[config.mk]
export PLATFORM = sky130hd
export DESIGN_NAME = vcd_decode
export DESIGN_NICKNAME = d
export VERILOG_FILES = /design/src/rtl/vcd_pkg.sv /design/src/rtl/vcd_decode.sv
export VERILOG_INCLUDE_DIRS = /design/src /design/src/rtl
export SDC_FILE = /design/constraint.sdc
export NUM_CORES = 1
export LEC_CHECK = 0
export BUFFER_PORTS_ARGS = -buffer_cell sky130_fd_sc_hd__clkbuf_2
export CORE_AREA = 2 2 429 431
export DETAILED_ROUTE_END_ITERATION = 8
export DIE_AREA = 0 0 431 433
export GPL_ROUTABILITY_DRIVEN = 0
export PLACE_DENSITY_LB_ADDON = 0.08
export REMOVE_ABC_BUFFERS = 1
export SLEW_MARGIN = 10
export SYNTH_ARGS = -nofsm -noshare
export SYNTH_HDL_FRONTEND = slang
export SYNTH_SLANG_ARGS = --single-unit
[constraint.sdc]
create_clock -name mclk -period 40.6 [get_ports mclk]
set_input_delay 4.06 -clock mclk [delete_from_list [all_inputs] [get_ports mclk]]
set_output_delay 4.06 -clock mclk [all_outputs]
set_load 0.02 [all_outputs]
[src/rtl/vcd_consts.svh]
`ifndef VCD_CONSTS_SVH
`define VCD_CONSTS_SVH
// dword positions inside the 64-byte entry
`define VCD_DW_CMN 0
`define VCD_DW_NS 1
`define VCD_DW_MPTR 4
`define VCD_DW_DPTR 6
`define VCD_DW_TEN 10
`define VCD_DW_ELEVEN 11
`define VCD_DW_C12 12
`define VCD_DW_C13 13
`define VCD_DW_C14 14
`define VCD_DW_C15 15
// fields of the common first word
`define VCD_OPC_LSB 0
`define VCD_PFS_LSB 14
`define VCD_PFS_PAGE 2'h0
`define VCD_PFS_SGL_A 2'h1
`define VCD_PFS_SGL_B 2'h2
// vendor-specific opcodes start here
`define VCD_OPC_VS 8'hc0
// namespace selector codes
`define VCD_NS_NONE 32'h00000000
`define VCD_NS_ALL 32'hffffffff
// register addresses
`define VCD_A_CTRL 4'h0
`define VCD_A_NSLIM 4'h1
`define VCD_A_STAT 4'h2
`define VCD_A_MASK 4'h3
`define VCD_A_NAMESPACE_SELECTOR 4'h4
// control bits and reset values
`define VCD_C_FMT 0
`define VCD_C_VSCHK 1
`define VCD_CTRL_RST 2'h3
`define VCD_NSLIM_RST 32'h00000001
// event bits
`define VCD_EV_DONE 0
`define VCD_EV_ABORT 1
`define VCD_EV_BCAST 2
`define VCD_EV_W 3
`endif

[src/rtl/vcd_pkg.sv]
`include "vcd_consts.svh"
package vcd_pkg;
	typedef logic [31:0] vcd_dword_t;
	typedef logic [511:0] vcd_entry_t;
	typedef logic [`VCD_EV_W-1:0] vcd_ev_t;
endpackage : vcd_pkg

[src/rtl/vcd_decode.sv]
// The strobed register port and the address map were left to the implementer.
`timescale 1ns/1ns
`default_nettype none
`include "vcd_consts.svh"
module vcd_decode
	import vcd_pkg::*;
(
	// clock, reset, enable
	input wire logic mclk,
	input wire logic rst,
	input wire logic ce,
	// entry in
	input wire vcd_entry_t entry,
	input wire logic entry_valid,
	// decoded fields
	output logic decode_valid,
	output vcd_dword_t common_first_word,
	output logic [7:0] opcode,
	output logic [1:0] pointer_form_select,
	output logic pointer_is_sgl,
	output vcd_dword_t namespace_selector,
	output logic all_namespaces,
	output logic abort_invalid_ns,
	output logic [63:0] metadata_pointer,
	output logic [127:0] data_pointer,
	output logic counts_valid,
	output vcd_dword_t data_dword_count,
	output vcd_dword_t metadata_dword_count,
	output vcd_dword_t specific_word_ten,
	output vcd_dword_t specific_word_eleven,
	output vcd_dword_t specific_word_twelve,
	output vcd_dword_t specific_word_thirteen,
	output vcd_dword_t specific_word_fourteen,
	output vcd_dword_t specific_word_fifteen,
	// register port
	input wire logic [3:0] reg_addr,
	input wire vcd_dword_t reg_wdata,
	input wire logic reg_wr,
	input wire logic reg_rd,
	output vcd_dword_t reg_rdata,
	// interrupt
	output logic irq
);

	// one dword of the entry
	function automatic vcd_dword_t dw(input vcd_entry_t e,
		input int k);
		return e[k*32 +: 32];
	endfunction : dw

	// register state
	logic [1:0] ctrl;
	vcd_dword_t ns_limit;
	vcd_ev_t status;
	vcd_ev_t mask;

	// selected input fields
	wire vcd_dword_t in_cmn = dw(entry, `VCD_DW_CMN);
	wire vcd_dword_t in_ns = dw(entry, `VCD_DW_NS);
	wire vcd_dword_t in_ten = dw(entry, `VCD_DW_TEN);
	wire vcd_dword_t in_elv = dw(entry, `VCD_DW_ELEVEN);
	wire [7:0] in_opc = in_cmn[`VCD_OPC_LSB +: 8];
	wire [1:0] in_pfs = in_cmn[`VCD_PFS_LSB +: 2];
	// reserved dwords 2 and 3 are never read
	wire [63:0] in_mptr = {dw(entry, `VCD_DW_MPTR + 1),
		dw(entry, `VCD_DW_MPTR)};
	wire [127:0] in_dptr = entry[`VCD_DW_DPTR*32 +: 128];

	// namespace checks
	wire in_unused = (in_ns == `VCD_NS_NONE);
	wire in_all = (in_ns == `VCD_NS_ALL);
	wire in_bad = !in_unused && !in_all && (in_ns > ns_limit);
	wire in_vs = (in_opc >= `VCD_OPC_VS);
	// vendor commands obey the check bit only
	wire in_abort = in_bad &&
		(!in_vs || ctrl[`VCD_C_VSCHK]);
	// explicit counts only for enabled vendor format
	wire in_fmt = in_vs && ctrl[`VCD_C_FMT];
	wire in_sgl = (in_pfs == `VCD_PFS_SGL_A) ||
		(in_pfs == `VCD_PFS_SGL_B);
	wire take = ce && entry_valid;

	// decode valid strobe, one cycle per taken entry
	always_ff @(posedge mclk or posedge rst) begin
		if (rst)
			decode_valid <= 1'b0;
		else if (ce)
			decode_valid <= entry_valid;
	end

	// common fields and namespace result
	always_ff @(posedge mclk or posedge rst) begin
		if (rst) begin
			common_first_word <= '0;
			opcode <= '0;
			pointer_form_select <= '0;
			pointer_is_sgl <= 1'b0;
			namespace_selector <= '0;
			all_namespaces <= 1'b0;
			abort_invalid_ns <= 1'b0;
		end else if (take) begin
			common_first_word <= in_cmn;
			opcode <= in_opc;
			pointer_form_select <= in_pfs;
			pointer_is_sgl <= in_sgl;
			namespace_selector <= in_ns;
			all_namespaces <= in_all;
			abort_invalid_ns <= in_abort;
		end
	end

	// pointers travel unchanged
	always_ff @(posedge mclk or posedge rst) begin
		if (rst) begin
			metadata_pointer <= '0;
			data_pointer <= '0;
		end else if (take) begin
			metadata_pointer <= in_mptr;
			data_pointer <= in_dptr;
		end
	end

	// the same bytes mean counts or words ten/eleven by format
	always_ff @(posedge mclk or posedge rst) begin
		if (rst) begin
			counts_valid <= 1'b0;
			data_dword_count <= '0;
			metadata_dword_count <= '0;
			specific_word_ten <= '0;
			specific_word_eleven <= '0;
		end else if (take) begin
			counts_valid <= in_fmt;
			data_dword_count <= in_fmt ? in_ten : '0;
			metadata_dword_count <= in_fmt ? in_elv : '0;
			specific_word_ten <= in_fmt ? '0 : in_ten;
			specific_word_eleven <= in_fmt ? '0 : in_elv;
		end
	end

	// trailing words are not interpreted here
	always_ff @(posedge mclk or posedge rst) begin
		if (rst) begin
			specific_word_twelve <= '0;
			specific_word_thirteen <= '0;
			specific_word_fourteen <= '0;
			specific_word_fifteen <= '0;
		end else if (take) begin
			specific_word_twelve <= dw(entry, `VCD_DW_C12);
			specific_word_thirteen <= dw(entry, `VCD_DW_C13);
			specific_word_fourteen <= dw(entry, `VCD_DW_C14);
			specific_word_fifteen <= dw(entry, `VCD_DW_C15);
		end
	end

	// register decode
	wire wr_ctrl = ce && reg_wr && (reg_addr == `VCD_A_CTRL);
	wire wr_lim = ce && reg_wr && (reg_addr == `VCD_A_NSLIM);
	wire wr_stat = ce && reg_wr && (reg_addr == `VCD_A_STAT);
	wire wr_mask = ce && reg_wr && (reg_addr == `VCD_A_MASK);

	// events raised by this entry
	wire vcd_ev_t ev;
	assign ev[`VCD_EV_DONE] = take;
	assign ev[`VCD_EV_ABORT] = take && in_abort;
	assign ev[`VCD_EV_BCAST] = take && in_all;

	// write one clears; a new event beats the clear
	wire vcd_ev_t clr = wr_stat ? reg_wdata[`VCD_EV_W-1:0] : '0;
	wire vcd_ev_t next_status = (status & ~clr) | ev;

	// control registers
	always_ff @(posedge mclk or posedge rst) begin
		if (rst) begin
			ctrl <= `VCD_CTRL_RST;
			ns_limit <= `VCD_NSLIM_RST;
			mask <= '0;
		end else begin
			if (wr_ctrl)
				ctrl <= reg_wdata[1:0];
			if (wr_lim)
				ns_limit <= reg_wdata;
			if (wr_mask)
				mask <= reg_wdata[`VCD_EV_W-1:0];
		end
	end

	// sticky status
	always_ff @(posedge mclk or posedge rst) begin
		if (rst)
			status <= '0;
		else if (ce)
			status <= next_status;
	end

	// read mux; unmapped addresses read zero
	vcd_dword_t rd_mux;
	always_comb begin
		rd_mux = '0;
		unique case (reg_addr)
			`VCD_A_CTRL: rd_mux = {30'h0, ctrl};
			`VCD_A_NSLIM: rd_mux = ns_limit;
			`VCD_A_STAT: rd_mux = {29'h0, status};
			`VCD_A_MASK: rd_mux = {29'h0, mask};
			`VCD_A_NAMESPACE_SELECTOR: rd_mux = namespace_selector;
			default: rd_mux = '0;
		endcase
	end

	// read data stands only in the cycle after the strobe
	always_ff @(posedge mclk or posedge rst) begin
		if (rst)
			reg_rdata <= '0;
		else if (ce)
			reg_rdata <= reg_rd ? rd_mux : '0;
	end

	// level interrupt from unmasked sticky bits
	assign irq = |(status & mask);
endmodule : vcd_decode
`default_nettype wire

# Yosys cells after proc, flatten, opt, wreduce, memory -nomap -nowiden
# Cells that the tools add are included.
[classes] order_cmp=2 eq_ne=7 bitwise=4 muxes=7 reduce_logical=20
[ops] op="$mux 32" n=5
[ops] op="$pmux 32 s5" n=1
[ops] op="$eq 32x32->1 const B" n=1
[ops] op="$gt 32x32->1" n=1
[ops] op="$logic_not 32->1" n=1
[ops] op="$logic_and 1x1->1" n=12
[ops] op="$eq 4x2->1 const B" n=2
[ops] op="$ge 8x8->1 const B" n=1
[ops] op="$and 3x3->3" n=2
[ops] op="$eq 4x1->1 const B" n=1
[ops] op="$eq 4x3->1 const B" n=1
[ops] op="$logic_not 4->1" n=1
[ops] op="$logic_not 1->1" n=3
[ops] op="$mux 3" n=1
[ops] op="$not 3->3" n=1
[ops] op="$or 3x3->3" n=1
[ops] op="$reduce_or 3->1" n=1
[ops] op="$eq 2x1->1 const B" n=1
[ops] op="$eq 2x2->1 const B" n=1
[ops] op="$logic_or 1x1->1" n=2
[totals] wordCells=64 output_inout_bits=560 reg_bits=599 inputBits=554

# Logic depth before layout (Yosys ltp)
[depth] depth_word=7 mapped_depth=8 depth_no_buf=8

# Worst setup path after synthesis
# No wires, ideal clock.
[synth_timing] path_kind="in2reg" startpoint="input port entry[46]" endpoint="register abort_invalid_ns" setup_time_ps=117 slack_ps=35186 required_time_ps=40483 arrival_time_ps=5297 path_stages=7 cell_sequence="ha_1 a21oi_1 nand2_1 a221o_1 o31ai_1 a21o_1 nand2_1"
[synth_via] elab_chain_len=5 word_cells_on_any_way=8 cone_classes="1 x order compare; 1 x eq/ne; 6 x reduce/logical"
[synth_rtl] element="from (decl)" line="vcd_decode.sv:13" source="input wire vcd_entry_t entry,"
[synth_rtl] element="branches (longest 3 deep; another with $gt 32x32->1)"
[synth_rtl] element="$logic_and 1x1->1 *" line="vcd_decode.sv:72" source="wire in_bad = !in_unused && !in_all && (in_ns > ns_limit);"
[synth_rtl] element="$logic_and 1x1->1 *" line="vcd_decode.sv:75" source="wire in_abort = in_bad &&"
[synth_rtl] element="to (signal assigned)" line="vcd_decode.sv:108" source="abort_invalid_ns <= in_abort;"
[synth_rtl] element="to (decl)" line="vcd_decode.sv:23" source="output logic abort_invalid_ns,"
# Mark *: on every way between the ends.
# A chain may end at the register's enable or synchronous reset.

# Final worst setup path
[layout_timing] startpoint="input port ce" endpoint="register data_pointer[83]"
[layout_via] elab_chain_len=1
[layout_rtl] element="from (decl)" line="vcd_decode.sv:11" source="input wire logic ce,"
[layout_rtl] element="$logic_and 1x1->1" line="vcd_decode.sv:81" source="wire take = ce && entry_valid;"
[layout_rtl] element="to (signal assigned)" line="vcd_decode.sv:119" source="data_pointer <= in_dptr;"
[layout_rtl] element="to (decl)" line="vcd_decode.sv:25" source="output logic [127:0] data_pointer,"
# Every way passes these cells.

==> qor.txt <==
largest net degree at the start of global routing -> 171
DP Cell Count -> 5,806
die extent in y -> 433 um
actual slew at the worst max-slew pin -> 1080 ps
DP Worst Slack -> 31,930 ps
Peak supply drop -> 31.3 uV
Nets -> 4,094
Initial Util -> 12.8%
R2R cell count -> 5
final worst setup slack -> 32,830 ps
CP startpoint kind -> primary input
# setup viols final -> 0
mean number of vias per cell -> 3.47
critical path type -> in2reg
Max FO, Critical Path -> 70
initial antenna violation count -> 27
Rel. slew slack -> 28.3%
Final Hold Fails -> 0
ranking of synthesized cells by area -> dfrtp_1 63%, nand2_1 21%, a22o_1 2.4%, ha_1 1.7%, a21oi_1 1.7%
later-pin clock latency in the skew report -> 690 ps
CORE AREA -> 182,000 sq um
Tcrit/Tclk final -> 19.1%
status -> finished clean
remaining antenna violation count after routing -> 0
# IOs -> 1,114
Synth-to-Final Area Change -> 45.0%
Mapped Area -> 23,200 sq um
top cells by count, synth -> 1,330 x nand2_1, 586 x dfrtp_1, 87 x clkbuf_1, 77 x a21oi_1, 70 x inv_1
critical path endpoint category -> flop
Root Buffer -> clkbuf_16
HP Class -> reg2reg
Final Max Tran Viols -> 0
WL per Instance -> 20.5 um
first-pass GRT wire length -> 171 mm
Worst Hold Path Cells -> 2
Synth Warn # -> 0
Post-Route WL -> 122 mm
Worst EP arrival -> 8390 ps
most frequent cell after synthesis -> nand2_1
CTS Hold Bufs -> 0
total grt overflow -> 0
die area -> 187,000 sq um
#FFs+latches synth -> 589
maxcap violations -> 0
Post-Syn Instances -> 2,491
Unique masters post-synth -> 41
drt pass-1 iters -> 5
fin cells -> 5,962
via count -> 20,700
clock buffer depth -> 3
min Tclk post-route -> 7770 ps
Post CTS Setup Buffer Count -> 0
vias in the first global route -> 21,800
Synth async-reset ratio -> 100%
CTS tree -> done
CTS buffer count -> 85
clk slew on worst S/H paths -> 50 ps
# H-tree levels -> 3
Setup TNS Final -> 0 ps
Worst Skew -> 10.9 ps
Seq/Total Area, Yosys -> 63.5%
LEAKAGE -> 18.0 nW
dpl hpwl -> 89.6 mm
Site Rows -> 157
RSZ-0062 raised after global routing -> no
Synth area leader -> dfrtp_1
share of post-route cells with drive strength above 1 -> 33.8%
drt drc -> 0
dominant register cell in the synthesized netlist -> dfrtp_1
PD cells -> 52.3 nW/um^2
I/O Buffers -> 1,049
worst endpoint required time -> 41,220 ps
Yosys top cell area share -> 63.1%
gr usage total -> 12.7%
Max Freq -> 129 MHz
Avg Inst Size Synth -> 9.32 sq um
Sink Count -> 589
Iter 0 DRT Violations -> 1,071
width of the die -> 431 um
number of synthesized flops with an enable pin -> 0
# resized after CTS -> 0
worst max-delay path, stage by stage:
cell and delay (ps):
clkbuf_2 370, buf_4 460, and2_4 650, buf_4 720, buf_4 800, buf_4 680
nand2_1 280, nand2_1 120
final timing paths:
kind | endpoint | from | slack (ps)
worst max register to register | data_dword_count[26] | ctrl[0] | 38030
max in group asynchronous | common_first_word[4] | rst | 33750
min in group asynchronous | data_pointer[108] | rst | 3470
worst max-delay path | data_pointer[83] | ce | 32830
worst min register to register | data_pointer[78] | data_pointer[78] | 470
worst min-delay path | data_pointer[78] | data_pointer[78] | 470
layout by cell type (no fill, tap or decap), drive strengths merged, types with 18 or more instances in the layout:
master / instances
nand2: 1330
clkbuf: 1182
dfrtp: 586
a21oi: 77
inv: 70
a22o: 64
o21ai: 38
o22ai: 32
ha: 32
buf: 32
a22oi: 29
nand4: 18
where the power goes:
part	leakage [nW]	switching, mW	internal, mW
logic	9.32	0.231	0.102
clock network	1.26	0.297	0.427
registers	7.39	0.0429	0.659
total	18.0	0.572	1.19
kinds of logic (layout without fill, tap and decap cells):
| kind of cell | after synthesis | in the layout | synth area share [%] |
|---|---|---|---|
| simple gates | 1382 | 1382 | 22.9 |
| flops | 589 | 589 | 63.5 |
| compound gates | 261 | 261 | 7.46 |
| buf+inv | 221 | 1294 | 4.11 |
| fa+ha+maj | 32 | 32 | 1.72 |
| mux | 5 | 5 | 0.242 |
| xor+xnor | 1 | 1 | 0.0377 |
| other cells | 0 | 13 | 0 |
cell type report:
| cell class | count | area [sq um] |
|---|---|---|
| inverter | 70 | 270 |
| tap | 2385 | 2980 |
| antenna | 13 | 32.5 |
| sequential | 589 | 14700 |
| multi-input combinational | 1681 | 7550 |
| timing repair buffer | 1081 | 5500 |
| clock buffer | 133 | 2480 |
| fill | 20500 | 148000 |
| clock inverter | 10 | 114 |
stage by stage:
step | area [sq um] | hold slack [ps] | power, mW | utilization (%)
after floorplan | 22500 | 465 | 0.901 | -
after global placement | 31000 | 458 | 1.06 | 17.0
after detailed placement | 31000 | 462 | 1.06 | 17.0
after CTS | 33600 | 475 | 1.81 | 18.5
after global routing | 33700 | 483 | 1.86 | 18.5
final | 33700 | 469 | 1.76 | 18.5
state kept, by name (all words and copies together), names as in the netlist:
signal	flops
data_pointer	128
common_first_word	32
specific_word_ten	32
ctrl	2
decode_valid	1
metadata_pointer	64
counts_valid	1
all_namespaces	1
metadata_dword_count	32
data_dword_count	32
mask	3
specific_word_fourteen	32
namespace_selector	32
reg_rdata	32
specific_word_fifteen	32
specific_word_thirteen	32
specific_word_twelve	32
status	3
pointer_is_sgl	1
specific_word_eleven	32
ns_limit	32
abort_invalid_ns	1
per-layer routing:
| metal | vias up | wire length, um | track usage (%) |
|---|---|---|---|
| met5 | - | 55 | 0 |
| met1 | 9938 | 48200 | 14.6 |
| li1 | 9964 | - | - |
| met3 | 173 | 9970 | 4.83 |
| met4 | 8 | 3400 | 4.69 |
| met2 | 628 | 60700 | 21.5 |
No activity file was read; power rests on OpenSTA's default activity.
